### src/hdl/vbs_pkg.sv
// constants for the vector base select control block
package vbs_pkg;
  localparam logic [7:0]  MCU_CONTROL_ADDR = 8'h35;
  localparam logic [7:0]  MCU_CONTROL_RST  = 8'h00;
  localparam int          BIT_ARM          = 0;
  localparam int          BIT_SEL          = 1;
  localparam int          BIT_PULLUP_OFF   = 4;
  localparam int          BIT_DEBUG_DIS    = 7;
  localparam logic [7:0]  WRITABLE_MASK    = 8'h93;
  localparam int          WINDOW_CYCLES    = 4;
  localparam logic [2:0]  WINDOW_CNT       = 3'h4;
  localparam logic [15:0] FLASH_START      = 16'h0000;
  localparam logic [15:0] VECTOR_OFFSET    = 16'h0002;
  localparam logic [15:0] BOOT_8K_START    = 16'hf000;
  localparam logic [1:0]  PIN_PULLUP_CFG   = 2'h1;
  localparam logic [1:0]  BOOT_SIZE_8K     = 2'h0;
endpackage : vbs_pkg

### src/hdl/vbs_window.sv
// down-counter that holds a protected-write window open for a few cycles
`timescale 1ns/1ps
module vbs_window #(
  parameter logic [2:0] COUNT = 3'h4
) (
  // clock and reset
  input  wire logic clk,
  input  wire logic sys_rst,
  // control
  input  wire logic start,
  input  wire logic stop,
  // state
  output logic      open_now
);
  logic [2:0] cnt_reg;

  always_ff @(posedge clk) begin
    if (sys_rst) begin
      cnt_reg <= 3'h0;
    end else if (stop) begin
      cnt_reg <= 3'h0;
    end else if (start) begin
      cnt_reg <= COUNT;
    end else if (cnt_reg != 3'h0) begin
      cnt_reg <= cnt_reg - 3'h1;
    end
  end

  assign open_now = (cnt_reg != 3'h0);

  a_window_bound: assert property (@(posedge clk) disable iff (sys_rst)
    cnt_reg <= COUNT) else $error("window counter above its load");
endmodule : vbs_window

### src/hdl/vbs_ctrl.sv
// mcu control register: vector select, debug disable, pull-up off
//
// The strobed register port was left to the implementer.
`timescale 1ns/1ps
// Functional notes
// - select bit zero: vectors start at flash start
// - select bit one: vectors start at boot section from size fuses
// - select bit written only while arm bit set, else kept
// - arm bit clears five cycles after set or on select write
// - interrupts blocked from arming until after next instruction
// - unwritten select: interrupts blocked six cycles then allowed
// - automatic block leaves global interrupt enable untouched
// - boot vectors plus app lock: block interrupts in application code
// - app vectors plus boot lock: block interrupts in boot code
// - debug port on only if fuse programmed and disable bit zero
// - debug disable changes only on equal double write within four cycles
// - pull-up off bit kills all port pull-ups
// - reserved bits read zero, ignore writes; register resets zero
// - boot reset with 8K boot: reset 0xf000; vectors 0xf002 only with select bit one
// - boot reset fuse one unprogrammed, zero programmed
module vbs_ctrl #(
  parameter logic [15:0] BOOT_START_16K = 16'he000,
  parameter logic [15:0] BOOT_START_32K = 16'hc000,
  parameter logic [15:0] BOOT_START_64K = 16'h8000
) (
  // clock and reset
  input  wire logic        clk,
  input  wire logic        sys_rst,
  // register port
  input  wire logic [7:0]  addr,
  input  wire logic [7:0]  wdata,
  input  wire logic        wr_stb,
  input  wire logic        rd_stb,
  output logic      [7:0]  rdata,
  // fuses and lock bits (0 = programmed)
  input  wire logic        boot_reset_fuse,
  input  wire logic [1:0]  boot_size_fuses,
  input  wire logic        app_side_lock_bit,
  input  wire logic        boot_side_lock_bit,
  input  wire logic        debug_port_fuse,
  // cpu status
  input  wire logic        exec_in_boot,
  input  wire logic        instr_done,
  input  wire logic        global_int_en,
  // results
  output logic      [15:0] reset_vector,
  output logic      [15:0] vector_base,
  output logic             int_allowed,
  output logic             debug_port_on,
  output logic             global_pullup_off,
  // pull-up gating, one bit per pin
  input  wire logic        pin_direction_bit,
  input  wire logic        pin_output_bit,
  output logic             pin_pullup_on
);
  logic        ctl_wr;
  logic        arm_reg;
  logic        sel_reg;
  logic        dbg_reg;
  logic        pud_reg;
  logic        arm_open;
  logic        sel_written;
  logic        dbg_open;
  logic        dbg_pend_reg;
  logic        hold_reg;
  logic        lock_block;
  logic [15:0] boot_start;

  assign ctl_wr = wr_stb && (addr == vbs_pkg::MCU_CONTROL_ADDR);
  // select write counts only with arm bit written zero
  assign sel_written = ctl_wr && arm_reg && !wdata[vbs_pkg::BIT_ARM];

  vbs_window #(.COUNT(vbs_pkg::WINDOW_CNT)) u_arm_win (
    .clk      (clk),
    .sys_rst  (sys_rst),
    .start    (ctl_wr && wdata[vbs_pkg::BIT_ARM]),
    .stop     (sel_written),
    .open_now (arm_open)
  );

  vbs_window #(.COUNT(vbs_pkg::WINDOW_CNT)) u_dbg_win (
    .clk      (clk),
    .sys_rst  (sys_rst),
    .start    (ctl_wr && !dbg_open),
    .stop     (ctl_wr && dbg_open),
    .open_now (dbg_open)
  );

  // arm bit: set on write, cleared by window end or select write
  always_ff @(posedge clk) begin
    if (sys_rst) begin
      arm_reg <= 1'b0;
    end else if (ctl_wr && wdata[vbs_pkg::BIT_ARM]) begin
      arm_reg <= 1'b1;
    end else if (sel_written || (arm_reg && !arm_open)) begin
      arm_reg <= 1'b0;
    end
  end

  always_ff @(posedge clk) begin
    if (sys_rst) begin
      sel_reg <= 1'b0;
    end else if (sel_written) begin
      sel_reg <= wdata[vbs_pkg::BIT_SEL];
    end
  end

  // keep blocking until the instruction after the select write retires
  always_ff @(posedge clk) begin
    if (sys_rst) begin
      hold_reg <= 1'b0;
    end else if (sel_written) begin
      hold_reg <= 1'b1;
    end else if (instr_done) begin
      hold_reg <= 1'b0;
    end
  end

  // debug disable: first write records value, second equal one commits
  always_ff @(posedge clk) begin
    if (sys_rst) begin
      dbg_pend_reg <= 1'b0;
    end else if (ctl_wr && !dbg_open) begin
      dbg_pend_reg <= wdata[vbs_pkg::BIT_DEBUG_DIS];
    end
  end

  always_ff @(posedge clk) begin
    if (sys_rst) begin
      dbg_reg <= 1'b0;
    end else if (ctl_wr && dbg_open &&
                 wdata[vbs_pkg::BIT_DEBUG_DIS] == dbg_pend_reg) begin
      dbg_reg <= dbg_pend_reg;
    end
  end

  always_ff @(posedge clk) begin
    if (sys_rst) begin
      pud_reg <= 1'b0;
    end else if (ctl_wr) begin
      pud_reg <= wdata[vbs_pkg::BIT_PULLUP_OFF];
    end
  end

  // read data, reserved bits zero
  always_ff @(posedge clk) begin
    if (sys_rst) begin
      rdata <= vbs_pkg::MCU_CONTROL_RST;
    end else if (rd_stb && addr == vbs_pkg::MCU_CONTROL_ADDR) begin
      rdata <= {dbg_reg, 2'h0, pud_reg, 2'h0, sel_reg, arm_reg};
    end else begin
      rdata <= 8'h00;
    end
  end

  always_comb begin
    unique case (boot_size_fuses)
      vbs_pkg::BOOT_SIZE_8K: boot_start = vbs_pkg::BOOT_8K_START;
      2'h1:    boot_start = BOOT_START_16K;
      2'h2:    boot_start = BOOT_START_32K;
      default: boot_start = BOOT_START_64K;
    endcase
  end

  // lock bits programmed (zero) block interrupts in the other section
  assign lock_block = (sel_reg && !app_side_lock_bit && !exec_in_boot)
                   || (!sel_reg && !boot_side_lock_bit && exec_in_boot);

  // reset vector from the boot reset fuse
  always_ff @(posedge clk) begin
    if (sys_rst) begin
      reset_vector <= vbs_pkg::FLASH_START;
    end else begin
      reset_vector <= boot_reset_fuse ? vbs_pkg::FLASH_START
                                      : boot_start;
    end
  end

  // first interrupt vector address
  always_ff @(posedge clk) begin
    if (sys_rst) begin
      vector_base <= vbs_pkg::FLASH_START;
    end else begin
      vector_base <= sel_reg ? boot_start + vbs_pkg::VECTOR_OFFSET
                             : vbs_pkg::VECTOR_OFFSET;
    end
  end

  // global enable only read, never written
  always_ff @(posedge clk) begin
    if (sys_rst) begin
      int_allowed <= 1'b0;
    end else begin
      int_allowed <= global_int_en && !lock_block && !hold_reg
                     && !sel_written
                     && !(arm_reg || (ctl_wr && wdata[vbs_pkg::BIT_ARM]));
    end
  end

  always_ff @(posedge clk) begin
    if (sys_rst) begin
      debug_port_on <= 1'b0;
    end else begin
      debug_port_on <= !debug_port_fuse && !dbg_reg;
    end
  end

  always_ff @(posedge clk) begin
    if (sys_rst) begin
      global_pullup_off <= 1'b0;
    end else begin
      global_pullup_off <= pud_reg;
    end
  end

  always_ff @(posedge clk) begin
    if (sys_rst) begin
      pin_pullup_on <= 1'b0;
    end else begin
      pin_pullup_on <= !pud_reg && ({pin_direction_bit, pin_output_bit}
                       == vbs_pkg::PIN_PULLUP_CFG);
    end
  end

  a_arm_clears: assert property (@(posedge clk) disable iff (sys_rst)
    $rose(arm_reg) |-> ##[1:5] !arm_reg)
    else $error("arm bit outlived its window");
  a_sel_guard: assert property (@(posedge clk) disable iff (sys_rst)
    !arm_reg |=> $stable(sel_reg))
    else $error("select changed without arming");
  a_arm_blocks: assert property (@(posedge clk) disable iff (sys_rst)
    arm_reg |=> !int_allowed)
    else $error("interrupt allowed while armed");
  a_dbg_single: assert property (@(posedge clk) disable iff (sys_rst)
    !dbg_open |=> $stable(dbg_reg))
    else $error("debug disable changed on single write");
  a_pullup_off: assert property (@(posedge clk) disable iff (sys_rst)
    pud_reg |=> !pin_pullup_on)
    else $error("pull-up on while disabled");
  a_vec_base: assert property (@(posedge clk) disable iff (sys_rst)
    !sel_reg && $past(!sel_reg) |=> vector_base == vbs_pkg::VECTOR_OFFSET)
    else $error("vector base not flash start");
  a_debug_port: assert property (@(posedge clk) disable iff (sys_rst)
    dbg_reg |=> !debug_port_on)
    else $error("debug port on while disabled");
  a_gie_needed: assert property (@(posedge clk) disable iff (sys_rst)
    !global_int_en |=> !int_allowed)
    else $error("interrupt allowed without global enable");
  a_boot_base: assert property (@(posedge clk) disable iff (sys_rst)
    sel_reg && boot_size_fuses == vbs_pkg::BOOT_SIZE_8K |=>
    vector_base == vbs_pkg::BOOT_8K_START + vbs_pkg::VECTOR_OFFSET)
    else $error("vector base not boot start");
  a_boot_reset: assert property (@(posedge clk) disable iff (sys_rst)
    !boot_reset_fuse && boot_size_fuses == vbs_pkg::BOOT_SIZE_8K |=>
    reset_vector == vbs_pkg::BOOT_8K_START)
    else $error("reset vector not boot start");
  a_flash_reset: assert property (@(posedge clk) disable iff (sys_rst)
    boot_reset_fuse |=> reset_vector == vbs_pkg::FLASH_START)
    else $error("reset vector not flash start");
  a_app_lock: assert property (@(posedge clk) disable iff (sys_rst)
    sel_reg && !app_side_lock_bit && !exec_in_boot |=> !int_allowed)
    else $error("interrupt allowed in locked application");
  a_boot_lock: assert property (@(posedge clk) disable iff (sys_rst)
    !sel_reg && !boot_side_lock_bit && exec_in_boot |=> !int_allowed)
    else $error("interrupt allowed in locked boot code");
  a_hold_blocks: assert property (@(posedge clk) disable iff (sys_rst)
    hold_reg |=> !int_allowed)
    else $error("interrupt allowed before next instruction");
  a_arm_int: assert property (@(posedge clk) disable iff (sys_rst)
    ctl_wr && wdata[vbs_pkg::BIT_ARM] |=> !int_allowed && arm_reg)
    else $error("arming did not block interrupts");
  a_sel_clears: assert property (@(posedge clk) disable iff (sys_rst)
    sel_written |=> !arm_reg)
    else $error("arm bit kept after select write");
  a_sel_write: assert property (@(posedge clk) disable iff (sys_rst)
    sel_written |=> sel_reg == $past(wdata[vbs_pkg::BIT_SEL]))
    else $error("armed select write lost");
  a_dbg_change: assert property (@(posedge clk) disable iff (sys_rst)
    dbg_reg != $past(dbg_reg) |-> $past(dbg_open))
    else $error("debug disable changed outside window");
  a_rd_reserved: assert property (@(posedge clk) disable iff (sys_rst)
    (rdata & ~vbs_pkg::WRITABLE_MASK) == 8'h00)
    else $error("reserved bits read nonzero");
  a_rd_other: assert property (@(posedge clk) disable iff (sys_rst)
    rd_stb && addr != vbs_pkg::MCU_CONTROL_ADDR |=> rdata == 8'h00)
    else $error("unmapped read not zero");
  a_debug_fuse: assert property (@(posedge clk) disable iff (sys_rst)
    debug_port_fuse |=> !debug_port_on)
    else $error("debug port on without fuse");
  a_pud_out: assert property (@(posedge clk) disable iff (sys_rst)
    pud_reg |=> global_pullup_off)
    else $error("pull-up off output not set");
  a_pullup_cfg: assert property (@(posedge clk) disable iff (sys_rst)
    !pud_reg && {pin_direction_bit, pin_output_bit} ==
    vbs_pkg::PIN_PULLUP_CFG |=> pin_pullup_on)
    else $error("pull-up missing while enabled");
endmodule : vbs_ctrl

### config.mk
export PLATFORM = sky130hd
export DESIGN_NAME = vbs_ctrl
export DESIGN_NICKNAME = d
export VERILOG_FILES = /design/src/hdl/vbs_pkg.sv /design/src/hdl/vbs_window.sv /design/src/hdl/vbs_ctrl.sv
export SDC_FILE = /design/constraint.sdc
export NUM_CORES = 1
export LEC_CHECK = 0
export ABC_AREA = 1
export BUFFER_PORTS_ARGS = -buffer_cell sky130_fd_sc_hd__buf_2
export CAP_MARGIN = 25
export CORE_MARGIN = 1.5
export CORE_UTILIZATION = 45
export DETAILED_ROUTE_END_ITERATION = 16
export PLACE_DENSITY = 0.8
export SLEW_MARGIN = 20
export SYNTH_ARGS = -nofsm -noshare
export SYNTH_HDL_FRONTEND = slang
export SYNTH_HIERARCHICAL = 1
export SYNTH_SLANG_ARGS = --single-unit
### constraint.sdc
create_clock -name clk -period 1.7 [get_ports clk]
set_input_delay 0.255 -clock clk [delete_from_list [all_inputs] [get_ports clk]]
set_output_delay 0.255 -clock clk [all_outputs]
set_load 0.005 [all_outputs]
==> impl_metrics.json, run 1 <==
{
  "design_area_mm2": 0.001663,
  "fin_worst_skew_ns": 0.006715,
  "synthCells": 198,
  "place_congestion": 0.7398,
  "muxShareOfSynthArea_pct": 0,
  "power.density_mw_per_mm2": 960.3,
  "worstSetupPathType": "flip-flop to flip-flop",
  "synth.avg_cell_area_um2": 7.311,
  "hold_viol": 0,
  "synth_top_area_share_pct": 40.10,
  "antenna_cells": 0,
  "grt_pass1_vias": 964,
  "hold_depth": 2,
  "r2r_end": "u_dbg_win/cnt_reg[1]",
  "final_common_cell": "buf_2",
  "layout_common_cells": "43 x buf_2, 40 x inv_1, 34 x nand2_1",
  "crit_chain": "inv_1, ha_1, ha_1, inv_2, inv_1, nor2_1, inv_1, nand3_1, a21oi_1",
  "root_buffer": "clkbuf_4",
  "cp-startpoint": "u_dbg_win/cnt_reg[0]",
  "crit_slowest_cell": "dfxtp_1",
  "fmax_ghz": 0.6848,
  "area_growth_pct": 14.87,
  "cts_setup_buffers": 0,
  "layout-drive-gt1-share_pct": 24.70,
  "synth_xor_area_share_pct": 0,
  "cp.arrival_ns": 1.67,
  "timing.rr.start": "u_dbg_win/cnt_reg[0]",
  "finalSetupViolCount": 0,
  "yosys.area_share.simple_pct": 26.19,
  "maxSlewViolCount": 0,
  "cts.clk_slew.worst_paths_ns": 0.09,
  "critical_path.max_fanout": 6,
  "cp.depth": 9,
  "syn_area_mm2": 0.001448,
  "dpl-instance-area_mm2": 0.001608,
  "synth_largest_area_cell": "dfxtp_1",
  "design.die.area_mm2": 0.003566,
  "leakagePower_uw": 0.0009256,
  "cts_max_level": 2,
  "hold_path_startpoint": "pin_direction_bit",
  "clock_sinks": 29,
  "cts_made_buffers": 5,
  "remaining_drc_errors": 0,
  "coreArea_mm2": 0.003053,
  "initial_utilization_pct": 47.42,
  "outcome": "completed",
  "grt_remaining_overflow": 0,
  "antenna_left": 0,
  "synth_compound_area_share_pct": 3.284,
  "pin_count": 75,
  "tns_ns": 0,
  "grt_usage_pct": 13.74,
  "dr.pass1.iters": 4,
  "num_vias": 1157,
  "period_needed_ns": 1.460,
  "end_kind": "flip-flop",
  "synth_top_family_by_area": "simple AND/OR/NAND/NOR gates",
  "die_w_um": 59.72,
  "clockBufferDepth": 2,
  "hold_path.class": "input port to flip-flop",
  "grt_max_degree": 14,
  "timing.critical_path.buf_inv": 4,
  "wl_per_cell_um": 8.048,
  "cpMostUsedCell": "inv_1",
  "largest_reg_flops": 5,
  "ff2ff_setup_slack_ns": 0.24,
  "ys_warn_count": 6,
  "reg2reg_depth": 9,
  "startpoint_type": "flip-flop",
  "synth_cell_type_count": 20,
  "antenna_found_initial": 0,
  "yosys.area_share.adder_pct": 5.186,
  "grt_setup_unrepaired": "false",
  "row_count": 20,
  "cp_top_family": "adder cells",
  "portBuffers": 43,
  "post-route-period-util_pct": 85.90,
  "clkLatencyLatePin_ns": 0.31,
  "reg.largest.list": "vector_base x5, rdata x4, reset_vector x4",
  "ys_ff_latch": 29,
  "hold_end": "pin_pullup_on",
  "drt-vias-per-instance": 3.976,
  "cts_tree": "built",
  "die_y_um": 59.72,
  "max_stage_delay_ns": 0.34,
  "nets": 283,
  "grt_pass1_wl_um": 3677,
  "worst_ep_required_time_ns": 1.91,
  "synth_area_leaders": "dfxtp_1 40%, buf_4 14%, inv_1 11%, nand2_1 8.8%, nor2_1 7.0%",
  "drt_iter0_markers": 31,
  "ir_worst_vdd_v": 0.0005434,
  "ys_seq_area_share_pct": 40.10,
  "hpwl_um": 1937,
  "largest-register": "vector_base",
  "wl_um": 2342,
  "maxCapViolations": 0
}
[cells in the mapped netlist (all sizes together)]
cell type  instances
inv               41
nand2             37
nor2              32
dfxtp             29
buf               28
a21oi              8
nand3              7
ha                 6
nor3               5
conb               1
nand3b             1
nand4              1
nor4               1
o31ai              1
[worst register-to-register path, cell delays in order (launching register included)]
cell and delay [ns]:
dfxtp_1 0.34, inv_1 0.06, ha_1 0.21, ha_1 0.24, inv_2 0.14, inv_1 0.07, nor2_1 0.10, inv_1 0.05
nand3_1 0.10, a21oi_1 0.05
[report_power, final]
part | switching [uW] | total [uW] | internal [uW]
logic | 285 | 448 | 163
registers | 22.3 | 759 | 737
clock network | 235 | 390 | 156
[worst max path at each step]
stage / to / slack (ns)
floorplan: u_dbg_win/cnt_reg[0] / 0.31
global placement: u_dbg_win/cnt_reg[1] / 0.21
detailed placement: u_dbg_win/cnt_reg[1] / 0.16
CTS: u_dbg_win/cnt_reg[1] / 0.15
global route: u_dbg_win/cnt_reg[1] / 0.07
finish: u_dbg_win/cnt_reg[1] / 0.24
[cell families after synthesis]
logic type / count (synthesis)
AOI/OAI and AO/OA: 9
adders and majority gates: 6
buffers and inverters: 69
DFF: 29
other: 1
and+or+nand+nor: 84
[metrics by stage]
step           std cells  power, uW  util, %  hold slack (ns)  setup slack [ns]
6_report             291       1597    54.47          0.09518            0.2397
5_1_grt              291       1721    54.47          0.07755           0.06757
2_1_floorplan        224       1149        -           0.3261            0.3140
3_3_place_gp         283       1193    52.66           0.4170            0.2094
3_5_place_dp         283       1225    52.66           0.4241            0.1603
4_1_cts              291       1612    54.47          0.08688            0.1479
[cell type report]
| class | count | area, um^2 |
|---|---|---|
| Sequential cell | 29 | 580.6 |
| Timing Repair Buffer | 43 | 215.2 |
| Inverter | 41 | 153.9 |
| Fill cell | 313 | 1390 |
| Multi-Input combinational cell | 126 | 603.1 |
| Clock inverter | 3 | 17.52 |
| Clock buffer | 5 | 37.54 |
| Tap cell | 44 | 55.05 |
[layer usage]
layer  vias to the layer above  GRT usage (%)  share of wire (%)
met3                         2          5.411                8.3
met4                         0          3.810               0.56
li1                        626              -                  -
met5                         -              0                  0
met2                        38          23.29                 49
met1                       491          16.02                 42
[repair_timing]
item / in CTS / in global routing
endpoints found under the hold margin: 0 / 0
setup endpoints to repair: 0 / 2
hold buffers: 0 / 0
gates resized for setup: 0 / 1
(Power assumes the default switching activity.)
==> run 2, diff against run 1 <==
CORE_ASPECT_RATIO = 1.25   (was not set)
CTS_CLUSTER_DIAMETER = 120   (was not set)
==> run 2 against run 1 <==
Against the previous run:
- maximum frequency is 0.39% higher
- largest cell class unchanged
- largest power group unchanged
- critical endpoint is now u_dbg_win/cnt_reg[0]
- combinational power hardly changed
- via count is 6.4% higher
==> impl_metrics.json, run 2 (synthesis gave the netlist of run 1 again) <==
{
  "cp.depth": 9,
  "finalSetupViolCount": 0,
  "clkLatencyLatePin_ns": 0.33,
  "hold_path_startpoint": "pin_direction_bit",
  "drt_iter0_markers": 22,
  "cts_max_level": 2,
  "wl_um": 2458,
  "pin_count": 75,
  "timing.rr.start": "u_dbg_win/cnt_reg[0]",
  "largest-register": "vector_base",
  "die_w_um": 53.73,
  "dpl-instance-area_mm2": 0.001598,
  "max_stage_delay_ns": 0.34,
  "fillers": 309,
  "num_vias": 1231,
  "use_met3_pct": 5.204,
  "hold_path.class": "input port to flip-flop",
  "fmax_ghz": 0.6875,
  "maxSlewViolCount": 0,
  "remaining_drc_errors": 0,
  "hold_depth": 2,
  "antenna_left": 0,
  "grt_max_degree": 14,
  "reg2reg_depth": 9,
  "hpwl_um": 2012,
  "cp_top_family": "adder cells",
  "root_buffer": "clkbuf_4",
  "global_route.usage.met1_pct": 16.55,
  "dr.pass1.iters": 4,
  "cts_tree": "built",
  "reg.largest.list": "vector_base x5, rdata x4, reset_vector x4",
  "hold_viol": 0,
  "row_count": 22,
  "grt_usage_pct": 15.99,
  "cts_setup_buffers": 0,
  "antenna_cells": 0,
  "fin_worst_skew_ns": 0.002701,
  "design.die.area_mm2": 0.003568,
  "cts.clk_slew.worst_paths_ns": 0.09,
  "layout_common_cells": "43 x buf_2, 40 x inv_1, 34 x nand2_1",
  "crit_chain": "inv_1, ha_1, ha_1, inv_2, inv_1, nor2_1, inv_1, nand3_1, a21oi_1",
  "clockBufferDepth": 2,
  "fin_util_pct": 55.09,
  "hold_end": "pin_pullup_on",
  "leakagePower_uw": 0.0009256,
  "top_usage_layer": "met2",
  "ir_worst_vdd_v": 0.0005335,
  "clock_sinks": 29,
  "hold_slack_ns": 0.07214,
  "maxCapViolations": 0,
  "final_common_cell": "buf_2",
  "coreArea_mm2": 0.003000,
  "worstSetupPathType": "flip-flop to flip-flop",
  "ff2ff_setup_slack_ns": 0.25,
  "portBuffers": 43,
  "grt_remaining_overflow": 0,
  "nets": 283,
  "die_y_um": 66.42,
  "wl_per_cell_um": 8.686,
  "drt-vias-per-instance": 4.350,
  "cp.arrival_ns": 1.68,
  "grt_use_met2_pct": 26.98,
  "holdBufCountCts": 0,
  "area_growth_pct": 14.17,
  "r2r_end": "u_dbg_win/cnt_reg[0]",
  "antenna_found_initial": 0,
  "initial_utilization_pct": 48.25,
  "design_area_mm2": 0.001653,
  "grt_pass1_vias": 1079,
  "place_congestion": 0.8099,
  "grt_pass1_wl_um": 4146,
  "startpoint_type": "flip-flop",
  "grt_setup_unrepaired": "false",
  "period_needed_ns": 1.455,
  "cts_made_buffers": 5,
  "critical_path.max_fanout": 6,
  "crit_slowest_cell": "dfxtp_1",
  "cts_resized": 0,
  "cpMostUsedCell": "inv_1",
  "largest_reg_flops": 5,
  "worst_ep_required_time_ns": 1.93,
  "outcome": "completed",
  "end_kind": "flip-flop",
  "timing.critical_path.buf_inv": 4,
  "layout-drive-gt1-share_pct": 24.70,
  "power.density_mw_per_mm2": 972.3,
  "post-route-period-util_pct": 85.57,
  "tns_ns": 0
}
## run 2: cell counts in the layout (fill, tap and decap cells not counted)
Identical to the previous run, type by type.
## run 2: per-layer routing
metal	wire length [um]	up-vias
met3	256	8
met1	969	539
met4	62	0
li1	-	628
met2	1170	56
met5	0	-
## run 2: area by class of cell
| class | instances | area, um^2 | share of cell area [%] |
|---|---|---|---|
| clock buffers | 5 | 37.54 | 2.271 |
| clock inverters | 3 | 17.52 | 1.060 |
| inverters | 41 | 153.9 | 9.311 |
| multi-input cells | 126 | 603.1 | 36.49 |
| flip-flops and latches | 29 | 580.6 | 35.12 |
| well taps | 36 | 45.04 | 2.725 |
| repair buffers | 43 | 215.2 | 13.02 |
## run 2: how the worst max path moves through the flow
| stage | from | endpoint | slack, ns |
|---|---|---|---|
| 3_5_place_dp | u_dbg_win/cnt_reg[0] | u_dbg_win/cnt_reg[0] | 0.18 |
| 6_report | u_dbg_win/cnt_reg[0] | u_dbg_win/cnt_reg[0] | 0.25 |
| 4_1_cts | u_dbg_win/cnt_reg[0] | u_dbg_win/cnt_reg[0] | 0.15 |
| 5_1_grt | u_dbg_win/cnt_reg[0] | u_dbg_win/cnt_reg[0] | 0.09 |
| 2_1_floorplan | u_dbg_win/cnt_reg[0] | u_dbg_win/cnt_reg[0] | 0.31 |
| 3_3_place_gp | u_dbg_win/cnt_reg[0] | u_dbg_win/cnt_reg[1] | 0.20 |
## run 2: report_power, final
| part | internal, uW | leakage, uW | switching, uW | total [uW] |
|---|---|---|---|---|
| Clock | 155 | 0.0000310 | 245 | 400 |
| Combinational | 160 | 0.000659 | 287 | 447 |
| Sequential | 737 | 0.000236 | 23.1 | 760 |
## run 2: stage by stage
step           setup slack (ns)  instances  power (uW)
2_1_floorplan            0.3140        224        1149
3_3_place_gp             0.2024        275        1199
3_5_place_dp             0.1760        275        1219
4_1_cts                  0.1549        283        1623
5_1_grt                 0.08674        283        1752
6_report                 0.2454        283        1607
